[src/hw/plbs_pkg.sv]
// package: constants and carrier types for the pll lock and boot strap block
package plbs_pkg;
    localparam logic [7:0]  PART_ID_ADDR     = 8'hC2;
    localparam logic [7:0]  PLL_CTRL_ADDR    = 8'hD7;
    localparam int          PLL_LOCK_BIT     = 6;
    localparam int          OSC_PD_BIT       = 4;
    // family code is arbitrary, not a real part's
    localparam logic [3:0]  FAMILY_CODE      = 4'hA;
    localparam logic [3:0]  ID_LOW_NIBBLE    = 4'h0;
    localparam logic [7:0]  PLL_CTRL_RESET   = 8'h00;
    localparam int          PLL_MULT         = 384;
    localparam int          XTAL_HZ          = 32768;
    localparam int          CLK_HZ           = 20000000;
    localparam int          LOCK_TIME_US     = 1000;
    localparam int          OSC_START_MS     = 150;
    localparam int          LOCK_CYCLES      = CLK_HZ / 1000000 * LOCK_TIME_US;
    localparam int          OSC_CYCLES       = CLK_HZ / 1000 * OSC_START_MS;
    localparam int          CNT_W            = 22;

    typedef enum logic [3:0] {
        PLBS_LOCKED  = 4'h1,
        PLBS_OSC_WT  = 4'h2,
        PLBS_LOCK_WT = 4'h4,
        PLBS_DOWN    = 4'h8
    } plbs_state_t;

    typedef struct packed {
        logic        rd;
        logic        wr;
        logic [7:0]  addr;
        logic [7:0]  wdata;
    } plbs_sfr_req_t;
endpackage

[src/hw/plbs_strap.sv]
// strap capture of the fetch strobe pin at reset release
`timescale 1ns/100ps
`default_nettype none
module plbs_strap (
    input  wire logic clock_i,
    input  wire logic reset_i,
    input  wire logic strobe_in_i,
    output logic      download_mode_o,
    output logic      strap_done_o
);
    logic dl_r;
    logic dl_nxt;
    logic done_r;
    logic done_nxt;

    // one sample on the first clock after release; pin ignored afterwards
    always_comb begin
        dl_nxt   = dl_r;
        done_nxt = done_r;
        if (!done_r) begin
            dl_nxt   = !strobe_in_i;
            done_nxt = 1'b1;
        end
    end

    always_ff @(posedge clock_i) begin
        if (reset_i) begin
            dl_r   <= 1'b0;
            done_r <= 1'b0;
        end else begin
            dl_r   <= dl_nxt;
            done_r <= done_nxt;
        end
    end

    assign download_mode_o = dl_r;
    assign strap_done_o    = done_r;
endmodule
`default_nettype wire

[src/hw/plbs_top.sv]
// top: pll lock timing, part id register, boot strap mode
// Behaviour
// - pll control register bit 6 shows lock for software polling.
// - after wake with oscillator running, lock returns after about 1 ms.
// - oscillator stopped in power-down adds about 150 ms before lock.
// - high-speed clock is 384 times the 32.768 kHz crystal.
// - read-only part id register at C2H; writes ignored.
// - part id upper nibble is family code, lower nibble unspecified.
// - fetch strobe pin is an output, sampled once at reset release.
// - strobe low at reset end selects serial download mode.
// - strobe not low at reset end selects normal run mode.
`timescale 1ns/100ps
`default_nettype none
module plbs_top #(
    parameter int LOCK_CYC = plbs_pkg::LOCK_CYCLES,
    parameter int OSC_CYC  = plbs_pkg::OSC_CYCLES
) (
    input  wire logic                   clock_i,
    input  wire logic                   reset_i,
    input  wire plbs_pkg::plbs_sfr_req_t sfr_req_i,
    output logic [7:0]                  sfr_rdata_o,
    output logic                        sfr_hit_o,
    input  wire logic                   power_down_i,
    input  wire logic                   wake_i,
    input  wire logic                   strobe_in_i,
    input  wire logic                   strobe_drive_i,
    output logic                        strobe_out_o,
    output logic                        strobe_oe_n_o,
    output logic                        download_mode_o,
    output logic                        pll_locked_o
);
    plbs_pkg::plbs_state_t     st_r;
    plbs_pkg::plbs_state_t     st_nxt;
    logic [plbs_pkg::CNT_W-1:0] cnt_r;
    logic [plbs_pkg::CNT_W-1:0] cnt_nxt;
    logic [7:0]                ctrl_r;
    logic [7:0]                ctrl_nxt;
    logic [7:0]                rdata_r;
    logic [7:0]                rdata_nxt;
    logic                      strap_done;
    logic                      lock_bit;

    // decode, read-back and terminal-count helpers
    logic                      osc_pd;
    logic                      osc_done;
    logic                      lock_done;
    logic                      hit_id;
    logic                      hit_ctrl;
    logic                      wr_ctrl;
    logic [7:0]                ctrl_view;
    logic [7:0]                id_value;

    // pll modelled as a timer; multiplier kept for reference
    localparam int PLL_HZ = plbs_pkg::PLL_MULT * plbs_pkg::XTAL_HZ;

    plbs_strap u_strap (
        .clock_i         (clock_i),
        .reset_i         (reset_i),
        .strobe_in_i     (strobe_in_i),
        .download_mode_o (download_mode_o),
        .strap_done_o    (strap_done)
    );

    // pin released until the strap is taken, then driven as output
    assign strobe_oe_n_o = !strap_done;
    assign strobe_out_o  = strobe_drive_i;

    // terminal counts compare with count minus one, so each wait lasts exactly its parameter
    // limitation: CNT_W must hold OSC_CYC, a larger wait would be cut short by the cast
    assign osc_pd    = ctrl_r[plbs_pkg::OSC_PD_BIT];
    assign osc_done  = (cnt_r >= plbs_pkg::CNT_W'(OSC_CYC - 1));
    assign lock_done = (cnt_r >= plbs_pkg::CNT_W'(LOCK_CYC - 1));

    // lock sequencer, one-hot:
    //   reset          -> oscillator wait -> lock wait -> locked
    //   locked         -> down on a power-down request
    //   down with wake -> oscillator wait if the oscillator was stopped, else lock wait
    // the core runs on through both waits; only the lock bit says when the clock is good
    always_comb begin
        st_nxt = st_r;
        case (st_r)
            plbs_pkg::PLBS_LOCKED: begin
                if (power_down_i) begin
                    st_nxt = plbs_pkg::PLBS_DOWN;
                end
            end
            plbs_pkg::PLBS_DOWN: begin
                if (wake_i) begin
                    if (osc_pd) begin
                        st_nxt = plbs_pkg::PLBS_OSC_WT;
                    end else begin
                        st_nxt = plbs_pkg::PLBS_LOCK_WT;
                    end
                end
            end
            plbs_pkg::PLBS_OSC_WT: begin
                if (osc_done) begin
                    st_nxt = plbs_pkg::PLBS_LOCK_WT;
                end
            end
            plbs_pkg::PLBS_LOCK_WT: begin
                if (lock_done) begin
                    st_nxt = plbs_pkg::PLBS_LOCKED;
                end
            end
            // a stray code falls back to a full lock wait rather than claiming lock
            default: begin
                st_nxt = plbs_pkg::PLBS_LOCK_WT;
            end
        endcase
    end

    // wait counter runs only in the two wait states and restarts at every phase change
    always_comb begin
        cnt_nxt = '0;
        case (st_r)
            plbs_pkg::PLBS_OSC_WT: begin
                if (!osc_done) begin
                    cnt_nxt = cnt_r + 1'b1;
                end
            end
            plbs_pkg::PLBS_LOCK_WT: begin
                if (!lock_done) begin
                    cnt_nxt = cnt_r + 1'b1;
                end
            end
            default: begin
                cnt_nxt = '0;
            end
        endcase
    end

    // reset enters the oscillator wait: a power-on looks like a cold crystal start
    always_ff @(posedge clock_i) begin
        if (reset_i) begin
            st_r <= plbs_pkg::PLBS_OSC_WT;
        end else begin
            st_r <= st_nxt;
        end
    end

    // no enable needed: the next count already rests at zero outside the waits
    always_ff @(posedge clock_i) begin
        if (reset_i) begin
            cnt_r <= '0;
        end else begin
            cnt_r <= cnt_nxt;
        end
    end

    assign lock_bit     = (st_r == plbs_pkg::PLBS_LOCKED);
    assign pll_locked_o = lock_bit;

    // register decode; only the two mapped addresses answer
    // sfr_hit_o is address decode only and does not qualify a transfer
    assign hit_id    = (sfr_req_i.addr == plbs_pkg::PART_ID_ADDR);
    assign hit_ctrl  = (sfr_req_i.addr == plbs_pkg::PLL_CTRL_ADDR);
    assign wr_ctrl   = sfr_req_i.wr && hit_ctrl;
    assign sfr_hit_o = hit_id || hit_ctrl;

    // id byte is wired, so a write to it has nothing to land in
    // low nibble carries no meaning for software; it is tied to a fixed value
    assign id_value = {plbs_pkg::FAMILY_CODE, plbs_pkg::ID_LOW_NIBBLE};

    // read-back view: lock bit comes live from the sequencer, not from storage
    for (genvar i = 0; i < 8; i++) begin : g_ctrl_view
        if (i == plbs_pkg::PLL_LOCK_BIT) begin : g_lock
            assign ctrl_view[i] = lock_bit;
        end else begin : g_store
            assign ctrl_view[i] = ctrl_r[i];
        end
    end

    // control byte; the stored lock bit stays zero so it can never mask the live one
    always_comb begin
        ctrl_nxt = ctrl_r;
        if (wr_ctrl) begin
            ctrl_nxt                         = sfr_req_i.wdata;
            ctrl_nxt[plbs_pkg::PLL_LOCK_BIT] = 1'b0;
        end
    end

    always_ff @(posedge clock_i) begin
        if (reset_i) begin
            ctrl_r <= plbs_pkg::PLL_CTRL_RESET;
        end else begin
            ctrl_r <= ctrl_nxt;
        end
    end

    // read data holds until the next read, so a slow poll loop sees a steady byte
    always_comb begin
        rdata_nxt = rdata_r;
        if (sfr_req_i.rd) begin
            case (sfr_req_i.addr)
                plbs_pkg::PART_ID_ADDR: begin
                    rdata_nxt = id_value;
                end
                plbs_pkg::PLL_CTRL_ADDR: begin
                    rdata_nxt = ctrl_view;
                end
                default: begin
                    rdata_nxt = 8'h00;
                end
            endcase
        end
    end

    // registered read data keeps the output clear of the address decode path
    always_ff @(posedge clock_i) begin
        if (reset_i) begin
            rdata_r <= 8'h00;
        end else begin
            rdata_r <= rdata_nxt;
        end
    end

    assign sfr_rdata_o = rdata_r;
endmodule
`default_nettype wire

[config.mk]
export PLATFORM = sky130hd
export DESIGN_NAME = plbs_top
export DESIGN_NICKNAME = d
export VERILOG_FILES = /design/src/hw/plbs_pkg.sv /design/src/hw/plbs_strap.sv /design/src/hw/plbs_top.sv
export SDC_FILE = /design/constraint.sdc
export NUM_CORES = 1
export LEC_CHECK = 0
export BUFFER_PORTS_ARGS = -buffer_cell sky130_fd_sc_hd__buf_2
export CAP_MARGIN = 20
export CELL_PAD_IN_SITES_DETAIL_PLACEMENT = 0
export CELL_PAD_IN_SITES_GLOBAL_PLACEMENT = 1
export CORE_MARGIN = 4
export CORE_UTILIZATION = 32
export DETAILED_ROUTE_END_ITERATION = 10
export HOLD_SLACK_MARGIN = 0.05
export PLACE_DENSITY = 0.74
export SYNTH_ARGS = -nofsm -noshare
export SYNTH_HDL_FRONTEND = slang
export SYNTH_SLANG_ARGS = --single-unit
[constraint.sdc]
create_clock -name clock_i -period 3.5 [get_ports clock_i]
set_clock_uncertainty 0.2 [all_clocks]
set_input_delay 1.05 -clock clock_i [delete_from_list [all_inputs] [get_ports clock_i]]
set_output_delay 1.05 -clock clock_i [all_outputs]
set_load 0.02 [all_outputs]
==> impl_summary.log <==
INFO  metric post-route-min-period = 3258 ps
INFO  metric path_class = input port to output port
INFO  metric grt_busiest_layer = met2
INFO  metric fin_nets = 288
INFO  metric grt_start_max_net_pins = 23
INFO  metric number_of_antenna_repair_diodes = 0
INFO  metric drive_gt1_share = 25.38%
INFO  metric overflow = 0
INFO  metric synth.largest_area_cell = sky130_fd_sc_hd__dfxtp_1
INFO  metric grt_setup_unrepaired = false
INFO  metric synthCells = 236
INFO  metric post_synth_xor_area_fraction = 8.439%
INFO  metric crit_chain = buf_2 -> or3_1 -> nor3_1 -> or2_2 -> buf_2
INFO  metric grtUsageMet1 = 14.15%
INFO  metric routabilityCongestion = 0.7244
INFO  metric timing.critical_path.required = 2250 ps
INFO  metric hold_slack = 260.2 ps
INFO  metric power_density = 454.8 nW/µm²
INFO  metric grt_use_met3 = 3.445%
INFO  metric worst_path_max_delay_cell = sky130_fd_sc_hd__or3_1
INFO  metric gr-usage-met2 = 19.03%
INFO  metric timing_max_transition_violations_final = 0
INFO  metric die_area = 7839 µm²
INFO  metric postSynthAreaPerCell = 8.796 µm²
INFO  metric grtUsageTotal = 11.50%
INFO  metric simple_gate_share_of_the_synthesized_area = 34.96%
INFO  metric ant_nets = 0
INFO  metric timing.critical_path.mode_cell = sky130_fd_sc_hd__buf_2
INFO  metric core_region_area = 6314 µm²
INFO  metric dieHeight = 88.54 µm
INFO  metric setup_viol = 0
INFO  metric first_global_vias = 1633
INFO  metric synth_top_family_by_area = simple AND/OR/NAND/NOR gates
INFO  metric routed_wirelength = 4192 µm
INFO  metric critical_path.startpoint_type = input port
INFO  metric count_of_input_and_output_buffers = 33
INFO  metric cts.hold.buffers_added = 0
INFO  metric fin_tns_setup = 0 ps
INFO  metric timing.max_slew.rel_slack = 45.35%
INFO  metric synthesis.yosys.warnings = 0
INFO  metric post-route-period-util = 93.09%
INFO  metric post_synth_mux_area_share = 0%
INFO  metric fmaxAchievable = 306.9 MHz
INFO  metric grt_first_pass_wirelength = 7203 µm
INFO  metric detail_route.drc_violations = 0
INFO  metric post_cts_repair_timing_setup_buffer_count = 0
INFO  metric ys_ff_latch = 43
INFO  metric max_cap_viol_count = 0
INFO  metric path_max_fanout = 2
INFO  metric n_fill_cell = 682
INFO  metric worst_ir_drop_vdd = 0.1891 mV
INFO  metric initial_standard_cell_utilization_of_the_core = 32.88%
INFO  metric placement_rows = 29
INFO  metric tightestPinTransition = 812.2 ps
INFO  metric drt-pass1-iter-count = 4
INFO  metric cp_top_family = simple AND/OR/NAND/NOR gates
INFO  metric final_hold_viol_count = 0
INFO  metric cts_root_buf = sky130_fd_sc_hd__clkbuf_8
INFO  metric htreeDepth = 2
INFO  metric clockBufferDepth = 2
INFO  metric worst_hold_path_type = flop to flop
INFO  metric ys.flop_type = sky130_fd_sc_hd__dfxtp_1
INFO  metric synth_edf_count = 0
INFO  metric cts-resized-gates = 0
INFO  metric yosysMostFrequentCell = sky130_fd_sc_hd__dfxtp_1
INFO  metric synth_sequential_area_ratio = 41.47%
INFO  metric run_status = finished, final reports clean
INFO  metric syn-cell-area = 2076 µm²
INFO  metric routed_wire_length_per_instance = 12.29 µm
INFO  metric crit_path_max_incr_delay = 360 ps
INFO  metric post_drt_via_cell_ratio = 4.968
INFO  metric vias = 1694
INFO  metric inserted_clock_buffers = 5
INFO  metric setup.worst_path.end_class = output port
INFO  metric worst_ep_arrival_time = 2010 ps
INFO  metric syn_nets = 261
INFO  metric hpwlAfterDp = 2959 µm
INFO  metric clkSinkCount = 43
INFO  metric synth_adder_area_share = 0.6028%
INFO  metric layout-area-overhead-vs-synth = 15.25%
INFO  metric insertion_delay = 290 ps
INFO  metric synthTopCellsByArea = sky130_fd_sc_hd__dfxtp_1 (41%), sky130_fd_sc_hd__nor3_2 (9.6%), sky130_fd_sc_hd__xor2_1 (4.6%)
INFO  metric area_fraction_in_compound_gates_after_synthesis = 9.524%
INFO  metric cts.clk_slew.worst_paths = 80 ps
INFO  metric netlist-cell-type-count = 41
INFO  metric io_pins = 37
INFO  metric first_iter_violations = 116
INFO  metric netlist.area_leader.share = 41.47%
INFO  metric async_flop_share = 0%
INFO  metric r2r_slack = 1040 ps
INFO  metric tritoncts_clock_tree = built
INFO  metric worstPathBufferInverterCount = 2
INFO  metric grt_antenna_before_repair = 0
INFO  metric die_w = 88.54 µm
INFO  metric power_leakage = 0.8487 nW
INFO  metric post_synth_most_frequent_cells = sky130_fd_sc_hd__dfxtp_1 (43), sky130_fd_sc_hd__nor3_2 (20), sky130_fd_sc_hd__a21oi_1 (18), sky130_fd_sc_hd__nand2_1 (18), sky130_fd_sc_hd__nand3_1 (18)
-- cells by family after synthesis --
family	Yosys count
buffers and inverters	21
adders and majority gates	1
and+or+nand+nor	117
xor gates and xnor gates	20
AOI/OAI and AO/OA	34
DFF	43
-- power by group --
part / internal [mW] / total [mW] / switching [mW]
sequential: 0.505 / 0.526 / 0.0206
clock: 0.231 / 0.396 / 0.165
combinational: 0.0475 / 0.166 / 0.118
-- cell type report --
class | count | area [µm²] | share of cell area, %
timing repair buffer | 36 | 187.7 | 7.845
inverter | 5 | 18.77 | 0.7845
sequential | 43 | 860.8 | 35.98
clock inverter | 2 | 35.03 | 1.464
clock buffer | 6 | 82.58 | 3.452
tap | 77 | 96.34 | 4.027
multi-input combinational | 172 | 1111 | 46.44
-- flip-flops by register name (all words and copies together) (netlist names) --
name	count
sfr_rdata_o	8
cnt_r	22
u_strap.download_mode_o	1
u_strap.strap_done_o	1
st_r	4
ctrl_r	7
-- layout by cell type (no fill, tap or decap), drive strengths merged, types with 2 or more instances in the layout --
master and n:
a211oi 2, a21oi 18, and2 2, and3 5, buf 36, clkbuf 6
dfxtp 43, inv 5, nand2 18, nand2b 8, nand3 18, nand4 9
nor2 12, nor2b 2, nor3 27, nor3b 2, nor4 4, nor4b 2
o21ai 6, or3 2, or4 3, xnor2 9, xor2 11
-- through the flow --
| step | instances | setup slack, ps | area [µm²] | util (%) | total power, mW |
|---|---|---|---|---|---|
| 4_1_cts | 341 | 213.0 | 2392 | 37.89 | 1.105 |
| 3_3_place_gp | 333 | 273.0 | 2275 | 36.03 | 0.7073 |
| 2_1_floorplan | 236 | 260.8 | 2076 | - | 0.6846 |
| 3_5_place_dp | 333 | 213.3 | 2275 | 36.03 | 0.7068 |
| 5_1_grt | 341 | 139.9 | 2392 | 37.89 | 1.147 |
| 6_report | 341 | 241.8 | 2392 | 37.89 | 1.088 |
-- routing by layer --
layer  routed length (µm)  part of all wire, %
met3                  231                  5.5
met5                    0                    0
met2                 1904                   45
met1                 2002                   48
met4                   54                  1.3
-- worst paths after layout --
check / startpoint / endpoint / cells after the start
max: sfr_req_i[8] / sfr_hit_o / 5
min: ctrl_r[1] / ctrl_r[1] / 2
min reg2reg: ctrl_r[1] / ctrl_r[1] / 2
max reg2reg: cnt_r[0] / cnt_r[1] / 6
-- worst reg2reg max path, cell delays in order, from the launching register on --
cell and delay (ps):
sky130_fd_sc_hd__dfxtp_1 390, sky130_fd_sc_hd__ha_1 230, sky130_fd_sc_hd__and4_1 340, sky130_fd_sc_hd__nor2_1 80
sky130_fd_sc_hd__o2111ai_1 330, sky130_fd_sc_hd__o21a_2 640, sky130_fd_sc_hd__nor3b_1 130
Power figures use the tool's default switching activity.
